==> src/cdt_map.svh <==
// Timing figures and derived cycle counts for the isolated CAN transceiver host
`ifndef CDT_MAP_SVH
`define CDT_MAP_SVH

// ----------------------------------------------------------------------------
// Clock
// ----------------------------------------------------------------------------
`define CDT_CLK_MHZ 20

// ----------------------------------------------------------------------------
// Times in microseconds
// ----------------------------------------------------------------------------
`define CDT_DOM_MIN_US 250
`define CDT_DOM_MAX_US 765
`define CDT_EDGE_MAX_US 1
`define CDT_PRESET_US 10
`define CDT_SETTLE_US 50

// ----------------------------------------------------------------------------
// Cycle counts and receive idle level
// ----------------------------------------------------------------------------
`define CDT_DOM_MAX_CYC (`CDT_DOM_MAX_US * `CDT_CLK_MHZ)
`define CDT_EDGE_MAX_CYC (`CDT_EDGE_MAX_US * `CDT_CLK_MHZ)
`define CDT_PRESET_CYC (`CDT_PRESET_US * `CDT_CLK_MHZ)
`define CDT_SETTLE_CYC (`CDT_SETTLE_US * `CDT_CLK_MHZ)
`define CDT_CHECK_CYC 4
`define CDT_RX_IDLE 1'h1

`endif

==> src/cdt_pkg.sv <==
// Types shared by the isolated CAN transceiver host
`default_nettype none

package cdt_pkg;

	// ------------------------------------------------------------------------
	// Sequencer states, Gray along off, check, up, run, preset
	// ------------------------------------------------------------------------
	typedef enum logic [2:0] {
		ST_OFF = 3'h0,
		ST_CHECK = 3'h1,
		ST_UP = 3'h3,
		ST_RUN = 3'h2,
		ST_PRESET = 3'h6
	} cdt_state_e;

	// ------------------------------------------------------------------------
	// User command and status
	// ------------------------------------------------------------------------
	typedef struct packed {
		logic pwr_up;
		logic pwr_down;
		logic up_dominant;
		logic tx_bit;
	} cdt_cmd_s;

	typedef struct packed {
		logic node_on;
		logic busy;
		logic shut_ok;
		logic shut_ok_valid;
		logic self_check_ok;
		logic rx_bit;
		logic dom_timeout;
		logic rx_stuck;
	} cdt_stat_s;

endpackage : cdt_pkg

`default_nettype wire

==> src/cdt_host.sv <==
// Host controller driving an isolated CAN transceiver through its logic pins
`default_nettype none
`include "cdt_map.svh"

module cdt_host #(
	parameter int unsigned DOM_MAX_CYC = `CDT_DOM_MAX_CYC,
	parameter int unsigned PRESET_CYC = `CDT_PRESET_CYC,
	parameter int unsigned SETTLE_CYC = `CDT_SETTLE_CYC,
	parameter int unsigned CHECK_CYC = `CDT_CHECK_CYC
) (
	input wire logic i_clk_sys,
	input wire logic i_sys_rst,
	input wire logic i_clk_en,
	input wire cdt_pkg::cdt_cmd_s i_cmd,
	input wire logic i_rxd_pin,
	output logic o_txd_pin,
	output logic o_node_pwr_en,
	output var cdt_pkg::cdt_stat_s o_status
);
	import cdt_pkg::*;

	localparam int unsigned LIM_A = (DOM_MAX_CYC > SETTLE_CYC) ? DOM_MAX_CYC : SETTLE_CYC;
	localparam int unsigned LIM_B = (LIM_A > PRESET_CYC) ? LIM_A : PRESET_CYC;
	localparam int CNT_W = $clog2(((LIM_B > CHECK_CYC) ? LIM_B : CHECK_CYC) + 1);

	cdt_state_e state_reg;
	cdt_state_e state_next;
	logic txd_reg;
	logic txd_next;
	logic pwr_reg;
	logic pwr_next;
	logic up_dom_reg;
	logic up_dom_next;
	logic [CNT_W-1:0] wait_reg;
	logic [CNT_W-1:0] wait_next;
	logic [CNT_W-1:0] dom_cnt_reg;
	logic [CNT_W-1:0] dom_cnt_next;
	logic ok_reg;
	logic ok_next;
	logic ok_valid_reg;
	logic ok_valid_next;
	logic self_reg;
	logic self_next;
	logic dom_to_reg;
	logic dom_to_next;
	logic stuck_reg;
	logic stuck_next;
	logic rx_sync;

	function automatic logic at_count(input logic [CNT_W-1:0] cnt, input int unsigned lim);
		at_count = (cnt == CNT_W'(lim - 1));
	endfunction : at_count

	// ------------------------------------------------------------------------
	// Receive pin synchroniser
	// ------------------------------------------------------------------------
	cdt_sync #(
		.W(1),
		.RST_VAL(`CDT_RX_IDLE)
	) u_rx_sync (
		.i_clk_sys(i_clk_sys),
		.i_sys_rst(i_sys_rst),
		.i_clk_en(i_clk_en),
		.i_async(i_rxd_pin),
		.o_sync(rx_sync)
	);

	// ------------------------------------------------------------------------
	// Power sequencer
	// ------------------------------------------------------------------------
	always_comb begin
		state_next = state_reg;
		txd_next = txd_reg;
		pwr_next = pwr_reg;
		up_dom_next = up_dom_reg;
		wait_next = wait_reg;
		ok_next = ok_reg;
		ok_valid_next = ok_valid_reg;
		self_next = self_reg;
		if (i_clk_en) begin
			wait_next = wait_reg + CNT_W'(1);
			unique case (state_reg)
				ST_OFF: begin
					wait_next = '0;
					if (i_cmd.pwr_up) begin
						ok_valid_next = 1'b0;
						state_next = ST_CHECK;
					end
				end
				ST_CHECK: begin
					if (at_count(wait_reg, CHECK_CYC)) begin
						ok_next = rx_sync;
						ok_valid_next = 1'b1;
						wait_next = '0;
						pwr_next = 1'b1;
						state_next = ST_UP;
					end
				end
				ST_UP: begin
					if (at_count(wait_reg, SETTLE_CYC)) begin
						self_next = (rx_sync == !up_dom_reg);
						wait_next = '0;
						state_next = ST_RUN;
					end
				end
				ST_RUN: begin
					wait_next = '0;
					txd_next = i_cmd.tx_bit;
					if (i_cmd.pwr_down) begin
						up_dom_next = i_cmd.up_dominant;
						txd_next = !i_cmd.up_dominant;
						state_next = ST_PRESET;
					end
				end
				ST_PRESET: begin
					if (at_count(wait_reg, PRESET_CYC)) begin
						pwr_next = 1'b0;
						wait_next = '0;
						state_next = ST_OFF;
					end
				end
				default: begin
					txd_next = 1'b1;
					pwr_next = 1'b0;
					state_next = ST_OFF;
				end
			endcase
		end
	end

	always_ff @(posedge i_clk_sys) begin
		if (i_sys_rst) begin
			state_reg <= ST_OFF;
			txd_reg <= 1'b1;
			pwr_reg <= 1'b0;
			up_dom_reg <= 1'b0;
			wait_reg <= '0;
			ok_reg <= 1'b0;
			ok_valid_reg <= 1'b0;
			self_reg <= 1'b0;
		end else begin
			state_reg <= state_next;
			txd_reg <= txd_next;
			pwr_reg <= pwr_next;
			up_dom_reg <= up_dom_next;
			wait_reg <= wait_next;
			ok_reg <= ok_next;
			ok_valid_reg <= ok_valid_next;
			self_reg <= self_next;
		end
	end

	// ------------------------------------------------------------------------
	// Dominant duration watch
	// ------------------------------------------------------------------------
	always_comb begin
		dom_cnt_next = dom_cnt_reg;
		dom_to_next = dom_to_reg;
		stuck_next = stuck_reg;
		if (i_clk_en) begin
			if (txd_reg) begin
				dom_cnt_next = '0;
				if (!txd_next) begin
					dom_to_next = 1'b0;
					stuck_next = 1'b0;
				end
			end else if (!at_count(dom_cnt_reg, DOM_MAX_CYC + 1)) begin
				dom_cnt_next = dom_cnt_reg + CNT_W'(1);
			end
			if (!txd_reg && at_count(dom_cnt_reg, DOM_MAX_CYC)) begin
				dom_to_next = 1'b1;
				stuck_next = !rx_sync;
			end
		end
	end

	always_ff @(posedge i_clk_sys) begin
		if (i_sys_rst) begin
			dom_cnt_reg <= '0;
			dom_to_reg <= 1'b0;
			stuck_reg <= 1'b0;
		end else begin
			dom_cnt_reg <= dom_cnt_next;
			dom_to_reg <= dom_to_next;
			stuck_reg <= stuck_next;
		end
	end

	// ------------------------------------------------------------------------
	// Outputs
	// ------------------------------------------------------------------------
	assign o_txd_pin = txd_reg;
	assign o_node_pwr_en = pwr_reg;
	assign o_status.node_on = pwr_reg;
	assign o_status.busy = (state_reg != ST_OFF) && (state_reg != ST_RUN);
	assign o_status.shut_ok = ok_reg;
	assign o_status.shut_ok_valid = ok_valid_reg;
	assign o_status.self_check_ok = self_reg;
	assign o_status.rx_bit = rx_sync;
	assign o_status.dom_timeout = dom_to_reg;
	assign o_status.rx_stuck = stuck_reg;

	// ------------------------------------------------------------------------
	// Assertions
	// ------------------------------------------------------------------------
	// Edge follows command
	edge_follow_a: assert property (@(posedge i_clk_sys) disable iff (i_sys_rst)
		(i_clk_en && state_reg == ST_RUN && !i_cmd.pwr_down) |=> o_txd_pin == $past(i_cmd.tx_bit))
		else $error("transmit pin did not follow command within one cycle");

	preset_low_a: assert property (@(posedge i_clk_sys) disable iff (i_sys_rst)
		(state_reg == ST_PRESET && up_dom_reg) |-> !o_txd_pin)
		else $error("dominant preset not held low before power-down");

	cut_after_a: assert property (@(posedge i_clk_sys) disable iff (i_sys_rst)
		$fell(o_node_pwr_en) |-> $past(state_reg) == ST_PRESET && o_txd_pin == !up_dom_reg)
		else $error("node power cut without transmit preset");

	silent_up_a: assert property (@(posedge i_clk_sys) disable iff (i_sys_rst)
		($rose(o_node_pwr_en) && !up_dom_reg) |-> o_txd_pin)
		else $error("silent power-up with transmit low");

	check_first_a: assert property (@(posedge i_clk_sys) disable iff (i_sys_rst)
		$rose(o_node_pwr_en) |-> o_status.shut_ok_valid && $past(state_reg) == ST_CHECK)
		else $error("node power enabled before stored level was read");

	off_stable_a: assert property (@(posedge i_clk_sys) disable iff (i_sys_rst)
		(state_reg == ST_OFF && $past(state_reg) == ST_OFF) |-> $stable(o_txd_pin))
		else $error("transmit pin moved while node is off");

	dom_flag_a: assert property (@(posedge i_clk_sys) disable iff (i_sys_rst)
		(i_clk_en && !o_txd_pin && dom_cnt_reg == CNT_W'(DOM_MAX_CYC - 1)) |=> o_status.dom_timeout)
		else $error("dominant timeout flag not raised at the limit");

endmodule : cdt_host

`default_nettype wire

==> src/cdt_sync.sv <==
// Two-flop synchroniser for pin inputs
`default_nettype none

module cdt_sync #(
	parameter int unsigned W = 1,
	parameter logic RST_VAL = 1'h1
) (
	input wire logic i_clk_sys,
	input wire logic i_sys_rst,
	input wire logic i_clk_en,
	input wire logic [W-1:0] i_async,
	output logic [W-1:0] o_sync
);

	logic [W-1:0] meta_reg;
	logic [W-1:0] meta_next;
	logic [W-1:0] sync_reg;
	logic [W-1:0] sync_next;

	// ------------------------------------------------------------------------
	// Next values
	// ------------------------------------------------------------------------
	always_comb begin
		meta_next = meta_reg;
		sync_next = sync_reg;
		if (i_clk_en) begin
			meta_next = i_async;
			sync_next = meta_reg;
		end
	end

	// ------------------------------------------------------------------------
	// Registers
	// ------------------------------------------------------------------------
	always_ff @(posedge i_clk_sys) begin
		if (i_sys_rst) begin
			meta_reg <= {W{RST_VAL}};
			sync_reg <= {W{RST_VAL}};
		end else begin
			meta_reg <= meta_next;
			sync_reg <= sync_next;
		end
	end

	assign o_sync = sync_reg;

endmodule : cdt_sync

`default_nettype wire

==> config.mk <==
export PLATFORM = sky130hd
export DESIGN_NAME = cdt_host
export DESIGN_NICKNAME = d
export VERILOG_FILES = /design/src/cdt_pkg.sv /design/src/cdt_host.sv /design/src/cdt_sync.sv
export VERILOG_INCLUDE_DIRS = /design/src
export SDC_FILE = /design/constraint.sdc
export NUM_CORES = 1
export LEC_CHECK = 0
export ABC_AREA = 1
export ABC_CLOCK_PERIOD_IN_PS = 2100
export BUFFER_PORTS_ARGS = -buffer_cell sky130_fd_sc_hd__buf_2
export CAP_MARGIN = 5
export CORE_MARGIN = 10
export CORE_UTILIZATION = 59
export DETAILED_ROUTE_END_ITERATION = 6
export PLACE_DENSITY = 0.88
export SLEW_MARGIN = 10
export SYNTH_ARGS = -nofsm -noshare
export SYNTH_HDL_FRONTEND = slang
export SYNTH_SLANG_ARGS = --single-unit
==> constraint.sdc <==
create_clock -name i_clk_sys -period 2.1 [get_ports i_clk_sys]
set_clock_uncertainty 0.05 [all_clocks]
set_input_delay 0 -clock i_clk_sys [delete_from_list [all_inputs] [get_ports i_clk_sys]]
set_output_delay 0 -clock i_clk_sys [all_outputs]
set_load 0.03 [all_outputs]
==> impl_summary.md <==
Drt
After detailed routing, the average wire length per cell comes to 12.8 um. The met2 layer wire length in the routed design is 2410 um. The first TritonRoute pass finished after 5 iterations.

The number of design rule violations left after detail routing is 0. Detailed routing inserted a total of 2299 vias. The detail route stage leaves a number of antenna-violating nets equal to 0.

Wires add up to 5410 um. The initial detailed-routing violation count is 170. The detailed router put a total of 2470 um of wire on met1.

The detailed router used layers up to and including met4. Detailed routing placed a total of 385 um of wire on met3. After detailed routing, the number of vias per cell comes to 5.46.

Placed design
The half-perimeter wire length after placement is 3920 um. The worst slack at placement is 211 ps. The count of buffers inserted at the top-level ports is 17.

After detailed placement, the design holds a cell count of 408. The cell area after placement is 0.00241 mm^2. Routability-driven placement finished with a final weighted congestion of 0.907.

Die
The floorplan step defined a core boundary enclosing 0.00374 mm^2. The effective utilization at floorplan is 0.628. 18 I/O pins were placed. The height of the die is 83.1 um.

The floorplan has 22 rows. The die area is 0.00691 mm^2. The die is 83.1 um wide.

Worst setup path
In this run the critical register-to-register path is captured at wait_reg[11]. At the worst endpoint, the required time is 2240 ps. The worst register-to-register path begins at wait_reg[0].

The nature of the critical path endpoint is a flip-flop. Of all nets on the critical path, the largest fanout is 12. STA classifies the critical path startpoint as a flip-flop. The signal arrival time at the worst endpoint is 2070 ps. The critical path is of the flip-flop to flip-flop type. The setup check on the worst reg-to-reg path leaves a slack of 170 ps. Counting cells, the worst reg-to-reg path comes to 10.

Layout
Compared with the post-synthesis result, the final layout area differs by 8.31%. Leaving out fill and tap cells, the most frequent cell in the layout is sky130_fd_sc_hd__nand2_1. The fraction of final layout cells with drive strength greater than 1 is 0.139. The count of antenna diodes in the layout is 0.

In the layout the commonest cells are sky130_fd_sc_hd__nand2_1, sky130_fd_sc_hd__nor2_1, sky130_fd_sc_hd__dfxtp_1. After routing the design area is 0.00254 mm^2. At the end of the flow, the number of nets in the layout was 383. The post-route non-filler standard cell count is 421.

Synth
For this run, the number of Yosys warnings is 0. Counting every net in the synthesized netlist gives 365. Each instance of the synthesized netlist takes up on average 6.64 um^2. The sequential cell area fraction in the yosys report is 0.349. The cell type with the largest total area after synthesis is sky130_fd_sc_hd__dfxtp_1. After synthesis the cells add up to 0.00235 mm^2. The flop and latch count out of synthesis is 41. The area fraction of the dominant cell type after synthesis is 0.349. After synthesis, the cell types taking the most area are sky130_fd_sc_hd__dfxtp_1, sky130_fd_sc_hd__nand2_1, sky130_fd_sc_hd__nor2_1. After synthesis, the netlist uses 31 different library cells. The count of mapped cells out of synthesis is 354.

STA
The relative max-transition margin is 0.721. The number of hold violations in the final report was 0. The number of max-slew violations in the final report was 0. At the pin with the least slew margin, the transition time is 419 ps. The final setup violation count is 0. The worst path meets setup with 166 ps of slack. In the finished design, the share of the clock period the worst path needs comes to 0.921.

Setup repair after global routing left no endpoint under its margin. The peak clock frequency supported by timing is 517 MHz. Setup total negative slack on the finished layout was measured at 0 ps. The shortest period the worst path allows is 1930 ps.

CTS
At the later pin of the worst-skew pair, clock insertion delay measures 310 ps. The total CTS buffers is 5. Post-CTS repair changed the size of 0 cells.

No sink is reached through more buffers than the 2 on the longest clock path. The clock root buffer is sky130_fd_sc_hd__clkbuf_8. The TritonCTS clock tree is built. The clock-pin slew on the worst setup and hold paths is 80 ps. The count of hold-fix buffers inserted at cts is 5. The tree built by TritonCTS fans out to 41 sinks. In this run the post-CTS setup repair buffer count came out at 0. The clock tree synthesis step divided the H-tree into 2 levels.

Hold path
The min-delay analysis places its worst path in the category input port to flip-flop. The destination of the worst hold path is o_txd_pin. The startpoint of the most critical hold path is i_cmd[0]. The hold-critical path depth is 5.

Status
The run finished with clean final reports.

Power and ir drop
IR analysis of the VDD net gives a maximum drop of 0.000295 V. In this run the power density over the cells is 711 mW/mm^2. In this run the static leakage power is 1.01 nW.

Global routing
For this run, the total global-route usage over all layers was measured as 0.157. The global-route wire length before repair is 9390 um. The via count of the first global-routing pass was 2086.

The initial antenna violation count is 0. Global routing finished with a remaining overflow of 0. Entering global routing, the biggest net connects 21 pins.

Flow run
The number of maximum-capacitance violations is 0.
per-stage QoR:
step           power (mW)  utilization  hold slack (ps)
2_1_floorplan        1.23            -             76.3
3_3_place_gp         1.29        0.644              206
3_5_place_dp         1.30        0.644              209
4_1_cts              1.80        0.680             31.4
5_1_grt              1.91        0.680              143
6_report             1.81        0.680             94.7
synthesized netlist by cell type, drive strengths merged:
master	instances
dfxtp	41
nand4	7
or2	1
nand3	35
a211oi	1
xnor2	6
xor2	7
a21oi	21
o22ai	1
nor4	2
nor3	12
buf	12
clkbuf	1
o2111ai	1
inv	42
nand3b	2
a21boi	1
nand2	77
ha	3
nor2	69
clkinv	1
o21ai	11
layer usage:
layer | vias up | GRT usage
met1 | 1036 | 0.197
met3 | 18 | 0.0430
met5 | - | 0
li1 | 1160 | -
met4 | 0 | 0.0846
met2 | 85 | 0.237
cell families after synthesis:
group / after synthesis / share of synthesized area
buffers and inverters: 56 / 0.110
XOR/XNOR: 13 / 0.0485
AND/OR/NAND/NOR: 205 / 0.395
AO/OA/AOI/OAI: 36 / 0.0809
adder cells (fa/ha/maj): 3 / 0.0160
flip-flops: 41 / 0.349
critical path, cell delays in order, from the launching register on:
cell and delay [ps]:
sky130_fd_sc_hd__dfxtp_1 400, sky130_fd_sc_hd__ha_1 250, sky130_fd_sc_hd__nand2_1 90, sky130_fd_sc_hd__nor2_1 120, sky130_fd_sc_hd__nand3_1 80, sky130_fd_sc_hd__nor2_1 130, sky130_fd_sc_hd__nor2_1 90, sky130_fd_sc_hd__nor2_4 140
sky130_fd_sc_hd__nand3_2 80, sky130_fd_sc_hd__nand2_2 300, sky130_fd_sc_hd__nor2_1 70
area by class of cell:
cell class	instances	area, um^2
Multi-Input combinational cell	257	1270
Tap cell	48	60.1
Inverter	43	161
Timing Repair Buffer	24	150
Fill cell	309	1200
Sequential cell	41	821
Clock inverter	2	10.0
Clock buffer	6	72.6
worst max path at each step:
stage,startpoint,to,slack (ps),cells past startpoint
finish,wait_reg[0],wait_reg[11],170,10
global route,wait_reg[0],wait_reg[11],10,10
CTS,wait_reg[0],wait_reg[11],190,10
detailed placement,wait_reg[0],wait_reg[11],210,10
global placement,wait_reg[0],wait_reg[13],270,10
floorplan,wait_reg[0],wait_reg[8],450,11
power by group:
group	total (mW)	internal, mW	switching (mW)	leakage (nW)
combinational	0.436	0.136	0.300	0.631
sequential	0.857	0.815	0.0421	0.332
clock	0.515	0.231	0.285	0.0450
Power figures use the tool's default switching activity.
